File: src/hdl/hbud_pkg.sv
// package for the host bus unstrobed digital i/o block
// assumes one system clock domain; offsets are byte addresses of 32-bit words
package hbud_pkg;

  localparam int unsigned PORT_COUNT  = 4;
  localparam int unsigned PORT_WIDTH  = 8;

  // register byte offsets (word aligned)
  localparam logic [7:0] OFF_PORT_DATA   = 8'h00;
  localparam logic [7:0] OFF_PORT_DIR    = 8'h04;
  localparam logic [7:0] OFF_PORT_MASK   = 8'h08;
  localparam logic [7:0] OFF_EXTRA_CTRL  = 8'h0C;
  localparam logic [7:0] OFF_GROUP_STAT  = 8'h10;
  localparam logic [7:0] OFF_WIN_ADDR    = 8'h14;
  localparam logic [7:0] OFF_WIN_DATA    = 8'h18;
  localparam logic [7:0] OFF_BUS_STAT    = 8'h1C;

  // extra control field positions
  localparam int unsigned EC_ACK_POL    = 0;
  localparam int unsigned EC_PCLK_POL   = 2;
  localparam int unsigned EC_ACK_LINE   = 4;
  localparam int unsigned EC_PCLK_LINE  = 6;
  localparam int unsigned EC_ACK_OPEN   = 8;
  localparam int unsigned EC_PCLK_OPEN  = 10;
  localparam int unsigned EC_WIDTH      = 12;

  // group status positions
  localparam int unsigned GS_REQ        = 0;
  localparam int unsigned GS_HALT       = 2;

  // reset values
  localparam logic [31:0] RST_DIR       = 32'h0000_0000;
  localparam logic [31:0] RST_MASK      = 32'h0000_0000;
  localparam logic [31:0] RST_DATA      = 32'h0000_0000;
  localparam logic [11:0] RST_EXTRA     = 12'h000;
  localparam logic [7:0]  RST_WIN       = 8'h00;

  // strap codes
  localparam logic [1:0] MODE_STROBED   = 2'b11;
  localparam logic [1:0] WIDTH_16BIT    = 2'b11;
  localparam logic [1:0] WIDTH_32BIT    = 2'b01;
  localparam logic [1:0] SIZE_ONE_BYTE  = 2'b11;
  localparam logic [1:0] SIZE_TWO_BYTE  = 2'b01;

  // clear pulse timing
  localparam int unsigned OSC_MHZ       = 20;
  localparam int unsigned CLR_PULSE_NS  = 100;
  localparam int unsigned CLR_PULSE_CYC = (CLR_PULSE_NS * OSC_MHZ + 999) / 1000;

  // msb field first, so ack_pol lands on bits 1:0
  typedef struct packed {
    logic [1:0] pclk_open;
    logic [1:0] ack_open;
    logic [1:0] pclk_line;
    logic [1:0] ack_line;
    logic [1:0] pclk_pol;
    logic [1:0] ack_pol;
  } hbud_extra_t;

  typedef struct packed {
    logic [1:0] request;
    logic [1:0] halt;
  } hbud_extra_in_t;

  typedef struct packed {
    logic [1:0] ack_out;
    logic [1:0] ack_oe;
    logic [1:0] pclk_out;
    logic [1:0] pclk_oe;
  } hbud_extra_out_t;

endpackage

File: src/hdl/hbud_top.sv
// host bus unstrobed digital i/o: four 8-bit ports plus extra control lines
// assumes registers reached by plain strobe port on clk_sys; pins outside domain
// Operation
// - mode straps choose strobed or bridge protocol
// - width straps choose 16-bit or 32-bit addressing
// - select low; second select qualifier or write
// - address selects word; window reaches the rest
// - isa qualifier: low byte, high byte enable
// - bridge qualifier: low byte and transfer size
// - read line strobes or enables reads
// - clock/write line strobes writes or clocks bridge
// - 32-line data bus, bit zero lsb
// - active-high reset clears registers asynchronously
// - oscillator times clear pulses
// - four 8-pin ports, pin 7 msb
// - per-pin direction, inputs after reset
// - per-pin standard or wired-or drive
// - read returns actual pin levels
// - output latch holds until next write
// - no handshake; direct write and read
// - request and halt inputs in status
// - extra outputs drive polarity bits
// - extra outputs standard or wired-or
// - ack line select tristates or drives
// - pclk line select tristates or drives
// - window pointer rounded down to four
// - value bit n maps to pin n
//
// Implementation choices: the register offsets and strobed register access.
`timescale 1ns/1ps
module hbud_top
  import hbud_pkg::*;
(
  // clock and reset
  input  wire logic            clk_sys,
  input  wire logic            reset,
  input  wire logic            osc_clk,
  // register port
  input  wire logic [7:0]      reg_addr,
  input  wire logic [31:0]     reg_wdata,
  input  wire logic            reg_wr,
  input  wire logic            reg_rd,
  output logic      [31:0]     reg_rdata,
  // host bus pins
  input  wire logic [1:0]      interface_mode_strap,
  input  wire logic [1:0]      bus_width_strap,
  input  wire logic            primary_select_n,
  input  wire logic            secondary_select,
  input  wire logic [3:0]      byte_qualifier,
  input  wire logic            read_line_n,
  input  wire logic            bus_clock_or_write_n,
  input  wire logic [31:0]     host_data_in,
  output logic      [31:0]     host_data_out,
  output logic                 host_data_oe,
  output logic                 transfer_done_ack_n,
  output logic                 transfer_done_ack_oe,
  output logic                 clear_pulse,
  // port pins a..d packed as d:c:b:a
  input  wire logic [31:0]     port_lines_in,
  output logic      [31:0]     port_lines_out,
  output logic      [31:0]     port_lines_oe,
  // extra lines
  input  wire logic            group1_request_in,
  input  wire logic            group2_request_in,
  input  wire logic            group1_halt_trigger_in,
  input  wire logic            group2_halt_trigger_in,
  output logic                 group1_acknowledge_out,
  output logic                 group1_acknowledge_oe,
  output logic                 group2_acknowledge_out,
  output logic                 group2_acknowledge_oe,
  output logic                 group1_peripheral_clock_out,
  output logic                 group1_peripheral_clock_oe,
  output logic                 group2_peripheral_clock_out,
  output logic                 group2_peripheral_clock_oe
);

  // registers
  logic [31:0]      port_data;
  logic [31:0]      port_dir;
  logic [31:0]      drive_type_mask;
  hbud_extra_t      extra_ctrl;
  logic [7:0]       win_addr;
  logic [1:0]       clr_cnt;

  // synchronised pin levels
  logic [31:0]      port_sync;
  hbud_extra_in_t   extra_sync;
  logic [14:0]      host_sync;

  hbud_pin_sync #(.WIDTH(32)) u_port_sync (
    .clk_sys    (clk_sys),
    .reset      (reset),
    .level_in   (port_lines_in),
    .level_sync (port_sync)
  );

  // idle-high pins cross inverted so the reset state matches idle
  hbud_pin_sync #(.WIDTH(19)) u_misc_sync (
    .clk_sys    (clk_sys),
    .reset      (reset),
    .level_in   ({group2_request_in, group1_request_in,
                  group2_halt_trigger_in, group1_halt_trigger_in,
                  ~interface_mode_strap, ~bus_width_strap,
                  ~primary_select_n, secondary_select, byte_qualifier,
                  ~read_line_n, ~bus_clock_or_write_n, osc_clk,
                  host_data_in[1:0]}),
    .level_sync ({extra_sync.request, extra_sync.halt, host_sync})
  );

  // host pin view after synchronising
  wire logic [1:0]  s_mode      = ~host_sync[14:13];
  wire logic [1:0]  s_width     = ~host_sync[12:11];
  wire logic        s_sel_n     = ~host_sync[10];
  wire logic        s_sel2      = host_sync[9];
  wire logic [3:0]  s_qual      = host_sync[8:5];
  wire logic        s_rd_n      = ~host_sync[4];
  wire logic        s_clkwr     = ~host_sync[3];
  wire logic        s_osc       = host_sync[2];

  logic             clkwr_d;
  logic             osc_d;
  always_ff @(posedge clk_sys or posedge reset) begin
    if (reset) begin
      clkwr_d <= 1'b1;
      osc_d   <= 1'b0;
    end else begin
      clkwr_d <= s_clkwr;
      osc_d   <= s_osc;
    end
  end

  // protocol decode
  wire logic        isa_mode    = (s_mode == MODE_STROBED);
  wire logic        bridge_mode = ~s_mode[1];
  wire logic        isa_addr    = (s_width == WIDTH_16BIT);
  wire logic        bridge_addr = (s_width == WIDTH_32BIT);
  wire logic        host_sel    = ~s_sel_n &
                                  (isa_mode ? s_sel2 : 1'b1);
  wire logic        bridge_wr   = bridge_mode & ~s_sel2;
  wire logic        clk_rise    = s_clkwr & ~clkwr_d;
  wire logic        osc_rise    = s_osc & ~osc_d;
  wire logic        isa_wr_end  = isa_mode & s_clkwr & ~clkwr_d;
  wire logic        isa_rd      = isa_mode & ~s_rd_n;
  wire logic        br_rd       = bridge_mode & ~s_rd_n & clk_rise;
  wire logic        br_wr_evt   = bridge_wr & clk_rise;

  // byte lanes from qualifier
  wire logic [1:0]  low_byte    = s_qual[3:2];
  logic      [3:0]  host_lanes;
  always_comb begin
    host_lanes = 4'hF;
    if (isa_addr) begin
      host_lanes = s_qual[1] ? (4'h1 << low_byte) : (4'h3 << low_byte);
    end else if (bridge_addr) begin
      case (s_qual[1:0])
        SIZE_ONE_BYTE: host_lanes = 4'h1 << low_byte;
        SIZE_TWO_BYTE: host_lanes = 4'h3 << low_byte;
        default:       host_lanes = 4'hF;
      endcase
    end
  end

  // host word address is not wired on this block's bus; lanes gate the data output enable and show in bus status
  wire logic        host_xfer   = host_sel & (isa_wr_end | br_wr_evt | br_rd);

  always_ff @(posedge clk_sys or posedge reset) begin
    if (reset) begin
      transfer_done_ack_n  <= 1'b1;
      transfer_done_ack_oe <= 1'b0;
      host_data_oe         <= 1'b0;
    end else begin
      transfer_done_ack_n  <= ~(bridge_mode & host_xfer);
      transfer_done_ack_oe <= bridge_mode & host_sel;
      host_data_oe         <= host_sel & (isa_rd | br_rd) & (|host_lanes);
    end
  end

  // register address decode
  wire logic        win_hit     = (reg_addr[7:2] == OFF_WIN_DATA[7:2]);
  wire logic [7:0]  eff_addr    = win_hit ? win_addr : reg_addr;
  wire logic        hit_data    = (eff_addr[7:2] == OFF_PORT_DATA[7:2]);
  wire logic        hit_dir     = (eff_addr[7:2] == OFF_PORT_DIR[7:2]);
  wire logic        hit_mask    = (eff_addr[7:2] == OFF_PORT_MASK[7:2]);
  wire logic        hit_extra   = (eff_addr[7:2] == OFF_EXTRA_CTRL[7:2]);
  wire logic        hit_stat    = (eff_addr[7:2] == OFF_GROUP_STAT[7:2]);
  wire logic        hit_win     = (reg_addr[7:2] == OFF_WIN_ADDR[7:2]);
  wire logic        hit_bus     = (eff_addr[7:2] == OFF_BUS_STAT[7:2]);

  // write path
  always_ff @(posedge clk_sys or posedge reset) begin
    if (reset) begin
      port_data       <= RST_DATA;
      port_dir        <= RST_DIR;
      drive_type_mask <= RST_MASK;
      extra_ctrl      <= RST_EXTRA;
      win_addr        <= RST_WIN;
    end else if (reg_wr) begin
      if (hit_data)  port_data       <= reg_wdata;
      if (hit_dir)   port_dir        <= reg_wdata;
      if (hit_mask)  drive_type_mask <= reg_wdata;
      if (hit_extra) extra_ctrl      <= reg_wdata[EC_WIDTH-1:0];
      if (hit_win)   win_addr        <= {reg_wdata[7:2], 2'b00};
    end
  end

  // clear pulse timed by oscillator edges after a clear write
  wire logic        clr_write   = reg_wr & hit_stat;
  always_ff @(posedge clk_sys or posedge reset) begin
    if (reset) begin
      clr_cnt <= '0;
    end else if (clr_write) begin
      clr_cnt <= 2'(CLR_PULSE_CYC);
    end else if (osc_rise && clr_cnt != '0) begin
      clr_cnt <= clr_cnt - 2'd1;
    end
  end
  assign clear_pulse = (clr_cnt != '0);

  // port drivers: bit n of each byte drives pin n
  assign port_lines_out = port_data & ~drive_type_mask;
  assign port_lines_oe  = port_dir &
                          (~drive_type_mask | ~port_data);

  // extra outputs
  genvar g;
  logic [1:0] ack_o;
  logic [1:0] ack_e;
  logic [1:0] pclk_o;
  logic [1:0] pclk_e;
  generate
    for (g = 0; g < 2; g++) begin : g_extra
      assign ack_o[g]  = extra_ctrl.ack_pol[g];
      assign ack_e[g]  = extra_ctrl.ack_line[g] &
                         (~extra_ctrl.ack_open[g] | ~extra_ctrl.ack_pol[g]);
      assign pclk_o[g] = extra_ctrl.pclk_pol[g];
      assign pclk_e[g] = extra_ctrl.pclk_line[g] &
                         (~extra_ctrl.pclk_open[g] | ~extra_ctrl.pclk_pol[g]);
    end
  endgenerate

  assign group1_acknowledge_out      = ack_o[0];
  assign group2_acknowledge_out      = ack_o[1];
  assign group1_acknowledge_oe       = ack_e[0];
  assign group2_acknowledge_oe       = ack_e[1];
  assign group1_peripheral_clock_out = pclk_o[0];
  assign group2_peripheral_clock_out = pclk_o[1];
  assign group1_peripheral_clock_oe  = pclk_e[0];
  assign group2_peripheral_clock_oe  = pclk_e[1];

  // read path
  wire logic [31:0] stat_word   = {28'h0000000,
                                   extra_sync.halt, extra_sync.request};
  wire logic [31:0] bus_word    = {22'h0, host_sync[1:0], s_mode, s_width, host_lanes};
  logic      [31:0] rd_mux;
  always_comb begin
    rd_mux = 32'h0000_0000;
    if (hit_data)  rd_mux = port_sync;
    if (hit_dir)   rd_mux = port_dir;
    if (hit_mask)  rd_mux = drive_type_mask;
    if (hit_extra) rd_mux = {20'h00000, extra_ctrl};
    if (hit_stat)  rd_mux = stat_word;
    if (hit_win)   rd_mux = {24'h000000, win_addr};
    if (hit_bus)   rd_mux = bus_word;
  end

  always_ff @(posedge clk_sys or posedge reset) begin
    if (reset) begin
      reg_rdata     <= '0;
      host_data_out <= '0;
    end else begin
      reg_rdata     <= reg_rd ? rd_mux : 32'h0000_0000;
      host_data_out <= port_sync;
    end
  end

endmodule

File: src/hdl/hbud_pin_sync.sv
// two stage synchroniser for a bundle of pin levels
// assumes inputs are asynchronous to clk_sys
`timescale 1ns/1ps
module hbud_pin_sync #(
  parameter int unsigned WIDTH = 1
) (
  // clock and reset
  input  wire logic             clk_sys,
  input  wire logic             reset,
  // levels
  input  wire logic [WIDTH-1:0] level_in,
  output logic      [WIDTH-1:0] level_sync
);

  logic [WIDTH-1:0] stage1;

  always_ff @(posedge clk_sys or posedge reset) begin
    if (reset) begin
      stage1     <= '0;
      level_sync <= '0;
    end else begin
      stage1     <= level_in;
      level_sync <= stage1;
    end
  end

endmodule

File: config.mk
export PLATFORM = sky130hd
export DESIGN_NAME = hbud_top
export DESIGN_NICKNAME = d
export VERILOG_FILES = /design/src/hdl/hbud_pkg.sv /design/src/hdl/hbud_top.sv /design/src/hdl/hbud_pin_sync.sv
export SDC_FILE = /design/constraint.sdc
export NUM_CORES = 1
export LEC_CHECK = 0
export BUFFER_PORTS_ARGS = -buffer_cell sky130_fd_sc_hd__buf_2
export CORE_ASPECT_RATIO = 1.4
export CORE_MARGIN = 8
export CORE_UTILIZATION = 36
export CTS_BUF_LIST = sky130_fd_sc_hd__clkbuf_8
export CTS_CLUSTER_DIAMETER = 80
export DETAILED_ROUTE_END_ITERATION = 8
export GPL_TIMING_DRIVEN = 0
export HOLD_SLACK_MARGIN = 0.15
export SLEW_MARGIN = 10
export SYNTH_ARGS = -nofsm -noshare
export SYNTH_HDL_FRONTEND = slang
export SYNTH_SLANG_ARGS = --single-unit
export TNS_END_PERCENT = 5
File: constraint.sdc
create_clock -name clk_sys -period 29.8 [get_ports clk_sys]
set_input_delay 4.47 -clock clk_sys [delete_from_list [all_inputs] [get_ports clk_sys]]
set_output_delay 4.47 -clock clk_sys [all_outputs]
set_load 0.05 [all_outputs]
# --- Yosys cells after proc, flatten, opt, wreduce, memory -nomap -nowiden ---
# Index checks and enable logic that the tools add are counted.
word_totals:
  output_inout_bits: 140
  word_cells: 116
  ff_bits: 287
  in_bits: 125
classes:
  bitwise_logic: 53
  reduce_logical: 10
  n_addsub: 1
  eq_ne: 12
  shifts: 2
  mux: 16
ops:
  columns: ["cell", "count"]
  rows:
  - ["$mux 32", 8]
  - ["$and 32x32->32", 2]
  - ["$not 32->32", 2]
  - ["$or 32x32->32", 1]
  - ["$eq 6x3->1 const B", 4]
  - ["$and 1x1->1", 20]
  - ["$not 1->1", 17]
  - ["$eq 6x2->1 const B", 2]
  - ["$mux 4", 3]
  - ["$reduce_and 2->1", 5]
  - ["$mux 8", 1]
  - ["$not 2->2", 4]
  - ["$pmux 4 s2", 1]
  - ["$or 1x1->1", 7]
  - ["$eq 2x2->1 const B", 3]
  - ["$eq 6x1->1 const B", 1]
  - ["$logic_not 6->1", 1]
  - ["$eq 2x1->1 const B", 2]
  - ["$mux 2", 2]
  - ["$reduce_bool 2->1", 2]
  - ["$reduce_or 4->1", 1]
  - ["$shl 1x2->4 const A", 1]
  - ["$shl 2x2->4 const A", 1]
  - ["$sub 2x1->2 const B", 1]
  - ["other kinds (2)", 2]

# --- Depth between registers and ports, before layout ---
# Gate-level depths: netlist of the first run.
logic_depth:
  depth_word: 11
  mapped_depth: 9

# --- Cells and area by module ---
# Synthesis of the first run repeated with hierarchy kept, for this count alone.
unflattened:
  cells_unflattened: 749
  area_unflattened_um2: 10954.3
modules_own_cells:
  columns: ["module", "area_per_inst_um2", "instances", "cells_per_inst"]
  rows:
  - ["hbud_top", 8394.3, 1, 645]
  - ["hbud_pin_sync (u_port_sync)", 1605.3, 1, 65]
  - ["hbud_pin_sync (u_misc_sync)", 954.7, 1, 39]

# --- Worst setup path after synthesis of the first run ---
# No wires, ideal clock.
synth_path:
  path_type: "input-to-reg"
  from: "input port reg_addr[4]"
  to: "register drive_type_mask[19]"
  n_path_buf: 3
  setup_slack_ns: 23.479
  setup_time_ns: 0.125
  cell_stages: 8
  arrival_ns: 6.196
  path_cell_list: "buf_2 and3b_1 buf_2 a21oi_2 nand2_1 nor3_2 buf_4 mux2_2"
synth_via:
  elab_chain_len: 4
synth_lines:
  columns: ["element", "line", "text"]
  rows:
  - ["start: declaration", "hbud_top.sv:39", "input wire logic [7:0] reg_addr,"]
  - ["$eq 6x3->1", "hbud_top.sv:179", "wire logic win_hit = (reg_addr[7:2] == OFF_WIN_DATA[7:2]);"]
  - ["$mux 8 *", "hbud_top.sv:180", "wire logic [7:0] eff_addr = win_hit ? win_addr : reg_addr;"]
  - ["$eq 6x2->1 *", "hbud_top.sv:183", "wire logic hit_mask = (eff_addr[7:2] == OFF_PORT_MASK[7:2]);"]
  - ["$reduce_and 2->1 (no source line) *", null, null]
  - ["end signal: assignment", "hbud_top.sv:200", "if (hit_mask) drive_type_mask <= reg_wdata;"]
  - ["end: declaration", "hbud_top.sv:80", "logic [31:0] drive_type_mask;"]
# Every way passes the cells marked *; elsewhere a longest branch is shown, timed or not.
# A chain may end at the register's enable or synchronous reset.

# --- Worst setup path after layout of the first run ---
layout_path:
  from: "input port reg_addr[5]"
  to: "register reg_rdata[12]"
layout_via:
  elab_chain_len: 11
  word_cells_on_any_way: 17
layout_lines:
  columns: ["element", "line", "text"]
  rows:
  - ["$eq 6x3->1", "hbud_top.sv:179", null]
  - ["$mux 8", "hbud_top.sv:180", null]
  - ["$logic_not 6->1", "hbud_top.sv:181", "wire logic hit_data = (eff_addr[7:2] == OFF_PORT_DATA[7:2]);"]
  - ["$mux 32", "hbud_top.sv:257", "if (hit_data) rd_mux = port_sync;"]
  - ["$mux 32", "hbud_top.sv:258", "if (hit_dir) rd_mux = port_dir;"]
  - ["$mux 32", "hbud_top.sv:259", "if (hit_mask) rd_mux = drive_type_mask;"]
  - ["$mux 32", "hbud_top.sv:260", "if (hit_extra) rd_mux = {20'h00000, extra_ctrl};"]
  - ["$mux 32", "hbud_top.sv:261", "if (hit_stat) rd_mux = stat_word;"]
  - ["$mux 32", "hbud_top.sv:262", "if (hit_win) rd_mux = {24'h000000, win_addr};"]
  - ["$mux 32 *", "hbud_top.sv:263", "if (hit_bus) rd_mux = bus_word;"]
  - ["$mux 32 *", "hbud_top.sv:271", "reg_rdata <= reg_rd ? rd_mux : 32'h0000_0000;"]
  - ["end signal: assignment", "hbud_top.sv:271", null]
  - ["end: declaration", "hbud_top.sv:43", "output logic [31:0] reg_rdata,"]
# Marks and branches as above.

==> flow_summary.ini, run 1 <==
[critical_path]
reg2reg_to = reg_rdata[6]
startpoint_type = input pin
critPathArrivalTime_ns = 7.01
regToRegSetupSlack_ns = 26.91
worstPathCellList = buf_2 > buf_2 > or3b_2 > a221oi_2 > a22oi_1 > o311ai_1 > buf_2 > nor2_1
cp_max_fo = 10
endpoint_kind = flop
worst_path_max_delay_cell = a221oi_2
path_buf_inv = 3
path_delay_family = compound AO/OA/AOI/OAI gates
reg2regPathDepth = 5
cp_common_cell = buf_2
max_stage_delay_ns = 0.56
cp.required_ns = 30.24
critPathKind = in -> reg
rr_startpoint = win_addr[7]

[run]
drv_cap = 0

[clocking]
cts_buffer_depth = 3
cts_resized = 0
path_clk_slew_ns = 0.06
hold_buffers = 0
cts_tree = built
clk-insertion-delay-late_ns = 0.57
clkSinkCount = 287
cts_made_buffers = 47
root_buffer = clkbuf_8
htreeDepth = 2
cts_setup_buffers = 0

[placement]
dp_cells = 1391
io_buffers = 232
hpwl_um = 22900
place_congestion = 0.870

[yosys]
ys_top_cells_by_area = dfrtp_1 (65%), mux2_2 (11%), a21boi_0 (2.4%), nor2b_1 (2.1%), a22oi_1 (1.7%)
yosys_warnings = 0
yosysSeqAreaShare_pct = 65.8
syn_area_um2 = 10900
syn_inst = 772
synth.avg_cell_area_um2 = 14.1
synth_edf_count = 0
synth.distinct_cells = 63
synth_nets = 902
synth_top_area_share_pct = 65.3
synth_top_area_cell = dfrtp_1
ys_seq_elements = 287
synth-async-reset-ratio_pct = 100
ys.flop_type = dfrtp_1

[floorplanning]
start_util_pct = 36.5
dieWidth_um = 163
core_area_um2 = 29900
ios = 265
dieArea_um2 = 36200
row_count = 75
die_h_um = 222

[global_route]
grt_pass1_wl_um = 47900
grt_pass1_vias = 8175
grt_overflow = 0
grt_usage_pct = 17.3
grt_max_degree = 122
antenna_found_initial = 1

[route]
dr.first_iter.drc_count = 367
routed_via_density = 5.03
routed_wl_um = 31300
drcViolationCount = 0
final_antenna_net_count = 0
vias = 7413
post_drt_wl_per_cell_um = 21.2
drt_pass1_iterations = 5

[timing]
fmax_ghz = 0.152
hold_violations = 0
worstMarginPinSlew_ns = 1.05
finalCriticalPeriod_ns = 6.58
skew_ns = 0.0165
setup_viol = 0
timing.hold.ws_ns = 0.340
rsz0062_at_grt = false
setup_tns_ns = 0
slew_headroom_pct = 29.4
finalCritPeriodShare_pct = 22.1
final_max_slew_viol_count = 0

[worst_hold_path]
hold_path.class = reg -> reg
hold_end = u_misc_sync.level_sync[8]
hold_path_startpoint = u_misc_sync.stage1[8]
whs_path_depth = 0

[power_and_ir_drop]
cellLeakagePower_nw = 6.67
ir_drop_v = 0.0000458
power_mw = 0.941
p_per_area_nw_per_um2 = 69.5

[cells_and_area]
final_cells = 1473
syn_to_final_growth_pct = 23.9
fillers = 2821
drive_gt1_share_pct = 41.7
fin_nets = 1185

[run_status]
status = complete, no violations
## worst max-delay path by stage
stage | start | to | slack (ns) | cells past startpoint
final | reg_addr[5] | reg_rdata[12] | 23.22 | 8
after global routing | reg_addr[5] | reg_rdata[29] | 23.10 | 8
after CTS | reg_addr[4] | port_data[29] | 23.24 | 9
after detailed placement | reg_addr[4] | port_data[29] | 22.62 | 9
after global placement | reset | host_data_out[16] | 14.36 | 2
after floorplan | reset | ack_o[0] | 17.41 | 1
## Yosys cell counts, types with 5 or more instances
cell / instances
dfrtp_1: 285
mux2_2: 107
nor2b_1: 37
a21boi_0: 35
nor2_1: 33
a22oi_1: 25
inv_1: 23
nand2_1: 23
a22o_1: 21
a21oi_1: 16
clkbuf_1: 14
buf_2: 13
o21ai_0: 12
a221oi_1: 10
mux2_4: 10
nand3_1: 8
o21a_1: 6
ha_1: 5
nor3_1: 5
## cells in the final DEF (no fill, tap or decap), types with 4 or more instances in the layout
cell       count
dfrtp_1      285
buf_2        245
mux2_2       107
clkbuf_8      56
inv_1         40
nor2b_1       37
a21boi_0      35
nor2_1        33
a22oi_1       25
nand2_1       23
a22o_1        21
a21oi_1       16
clkbuf_1      14
o21ai_0       12
a221oi_1      10
mux2_4        10
nand3_1        8
o21a_1         6
nor3_1         5
ha_1           5
nor3_2         4
a31o_2         4
and2_1         4
buf_4          4
o211ai_1       4
a211oi_1       4
a2111oi_0      4
## through the flow
stage	instance area, um^2	utilization [%]	worst slack [ns]
2_1_floorplan	10900	-	17.41
3_3_place_gp	12600	42.0	14.36
3_5_place_dp	12600	42.2	22.62
4_1_cts	13500	45.2	23.24
5_1_grt	13500	45.2	23.10
6_report	13500	45.2	23.22
## state kept, by name (all words and copies together), names as in the netlist
register	cells
ack_o	2
clkwr_d	1
clr_cnt	2
drive_type_mask	32
extra_ctrl	8
host_data_oe	1
host_data_out	32
osc_d	1
pclk_o	2
port_data	32
port_dir	32
reg_rdata	32
transfer_done_ack_n	1
transfer_done_ack_oe	1
u_misc_sync.level_sync	19
u_misc_sync.stage1	19
u_port_sync.level_sync	32
u_port_sync.stage1	32
win_addr	6
## kinds of logic (layout without fill, tap and decap cells)
| kind of cell | after synthesis | in the layout | synth area share (%) |
|---|---|---|---|
| buf+inv | 56 | 371 | 2.35 |
| mux | 118 | 118 | 12.5 |
| flops | 287 | 287 | 65.8 |
| xor+xnor | 1 | 1 | 0.0802 |
| simple gates | 137 | 137 | 6.91 |
| other cells | 0 | 1 | 0 |
| fa+ha+maj | 5 | 5 | 0.573 |
| compound gates | 168 | 168 | 11.8 |
## layout make-up
type                    count  area (um^2)  area share, %
clock inverters            25          135          0.998
well taps                 385          482           3.56
clock buffers              56          771           5.69
inverters                  23         93.8          0.693
flip-flops and latches    287         7180           53.1
diodes                      1         2.50         0.0185
multi-input cells         429         3480           25.7
plain buffers              33          170           1.26
repair buffers            234         1220           8.99
## power breakdown
| group | internal, mW | switching, mW | total (mW) |
|---|---|---|---|
| clock network | 0.178 | 0.152 | 0.330 |
| logic | 0.0504 | 0.113 | 0.163 |
| registers | 0.423 | 0.0245 | 0.448 |
| total | 0.652 | 0.289 | 0.941 |
## per-layer routing
metal,up-vias,GRT usage (%),share of wire (%)
li1,3362,-,-
met1,3727,18.8,37
met2,256,31.2,53
met3,68,4.63,6.7
met4,0,6.59,3.0
met5,-,0,0
(Power assumes the default switching activity.)
==> inputs of run 2 (changes only) <==
Clock period 29.8 ns to 5.64 ns, I/O delays scaled along.
==> flow_summary.ini, run 2 (same netlist as run 1, synthesis figures left out) <==
[placement]
hpwl_um = 23400
dp_cells = 1398
place_congestion = 0.872
io_buffers = 232

[global_route]
grt_max_degree = 41
grt_pass1_vias = 8151
gr-usage-met2_pct = 31.3
busiest_layer = met2
grtUsageMet1_pct = 19.0
globalRouteMet3Util_pct = 4.76
grt_overflow = 0
grt_usage_pct = 17.4
antenna_found_initial = 2
grt_pass1_wl_um = 48100

[clocking]
clk-insertion-delay-late_ns = 0.56
cts_buffer_depth = 3
hold_buffers = 0
cts_made_buffers = 47
clkSinkCount = 287
cts_resized = 0
root_buffer = clkbuf_8
htreeDepth = 2
cts_setup_buffers = 0
cts_tree = built
path_clk_slew_ns = 0.06

[timing]
skew_ns = 0.0133
finalCritPeriodShare_pct = 53.0
fmax_ghz = 0.335
slew_headroom_pct = 29.7
hold_violations = 0
setup_tns_ns = 0
final_max_slew_viol_count = 0
setup_viol = 0
timing.hold.ws_ns = 0.300
finalCriticalPeriod_ns = 2.99
rsz0062_at_grt = false
worstMarginPinSlew_ns = 1.05

[cells_and_area]
fin_nets = 1192
final_cells = 1477
final_core_util_pct = 45.9
antennaDiodeCount = 0
final_common_cell = dfrtp_1
syn_to_final_growth_pct = 25.8
layout_common_cells = dfrtp_1 (285), buf_2 (245), mux2_2 (107)
fillers = 2743
seq_area_um2 = 7180
multiInputGateArea_um2 = 3480
drive_gt1_share_pct = 42.4

[route]
dr.first_iter.drc_count = 437
drcViolationCount = 0
routed_via_density = 5.00
drt_pass1_iterations = 5
post_drt_wl_per_cell_um = 21.3
vias = 7386
final_antenna_net_count = 0
routed_wl_um = 31500

[floorplanning]
dieArea_um2 = 36200
start_util_pct = 36.5
die_h_um = 222
dieWidth_um = 163
ios = 265
row_count = 75
core_area_um2 = 29900

[power_and_ir_drop]
combPwrFrac_pct = 17.0
power_mw = 5.14
p_switching_mw = 1.53
ir_drop_v = 0.000188
clock_power_share_pct = 37.0
cellLeakagePower_nw = 6.76
p_per_area_nw_per_um2 = 374
netSwitchingFraction_pct = 29.7
intPower_mw = 3.61
seqPwrFrac_pct = 46.1

[critical_path]
endpoint_kind = flop
rr_startpoint = win_addr[6]
cp.required_ns = 6.09
reg2reg_to = port_data[15]
critPathArrivalTime_ns = 3.43
startpoint_type = input pin
cp_max_fo = 10
regToRegSetupSlack_ns = 2.68
critPathKind = in -> reg
reg2regPathDepth = 6

[run_status]
status = complete, no violations

[run]
drv_cap = 0

[worst_hold_path]
hold_path.class = in -> async
[run 2: cell types whose count changed in the layout (fill, tap and decap cells not counted)]
cell | before | now
bufinv_16 | 1 | 4
clkbuf_8 | 56 | 58
clkinvlp_4 | 3 | 1
buf_12 | 0 | 9
diode_2 | 1 | 0
buf_16 | 2 | 0
inv_8 | 1 | 0
inv_1 | 40 | 35
clkinv_2 | 3 | 4
[run 2: how the worst max path moves through the flow]
stage                   endpoint   startpoint  slack, ns  cells after the start
2_1_floorplan           ack_o[0]        reset       0.99                      1
3_3_place_gp   host_data_out[18]        reset      -0.69                      2
3_5_place_dp       port_data[15]  reg_addr[4]       2.03                      9
4_1_cts            port_data[15]  win_addr[6]       2.62                      6
5_1_grt            port_data[15]  reg_addr[4]       2.47                      9
6_report           port_data[15]  reg_addr[4]       2.65                      9
[run 2: power groups by stage]
stage	clock, mW	combinational [mW]	sequential (mW)
final	1.90	0.873	2.37
after detailed placement	0	0.885	2.40
after floorplan	0	0.575	2.42
after global placement	0	0.861	2.40
after CTS	1.96	0.889	2.37
after global routing	2.05	0.933	2.39
[run 2: critical path, cell delays in order]
cell and delay, ns:
buf_2 0.11, buf_2 0.18, and3b_1 0.19, buf_2 0.18
a21oi_2 0.43, nand2_1 0.18, nor3_2 0.47, buf_2 0.44
mux2_2 0.38
[run 2: per-layer routing]
layer,vias to the layer above,wire (um),share of wire (%)
met3,59,2020,6.4
met5,-,14,0.044
met2,232,16900,54
met1,3727,11700,37
met4,2,918,2.9
li1,3366,-,-
[run 2: per-stage QoR]
step	setup WS, ns	instance area [um^2]
floorplan	0.990	10900
global route	2.47	13700
global placement	-0.688	12600
CTS	2.62	13700
finish	2.65	13700
detailed placement	2.03	12700
[run 2: layout make-up]
class | instances | area share, %
Buffer | 33 | 1.24
Clock buffer | 58 | 5.81
Clock inverter | 21 | 1.38
Inverter | 23 | 0.656
Multi-Input combinational cell | 429 | 25.3
Sequential cell | 287 | 52.3
Tap cell | 385 | 3.51
Timing Repair Buffer | 241 | 9.76
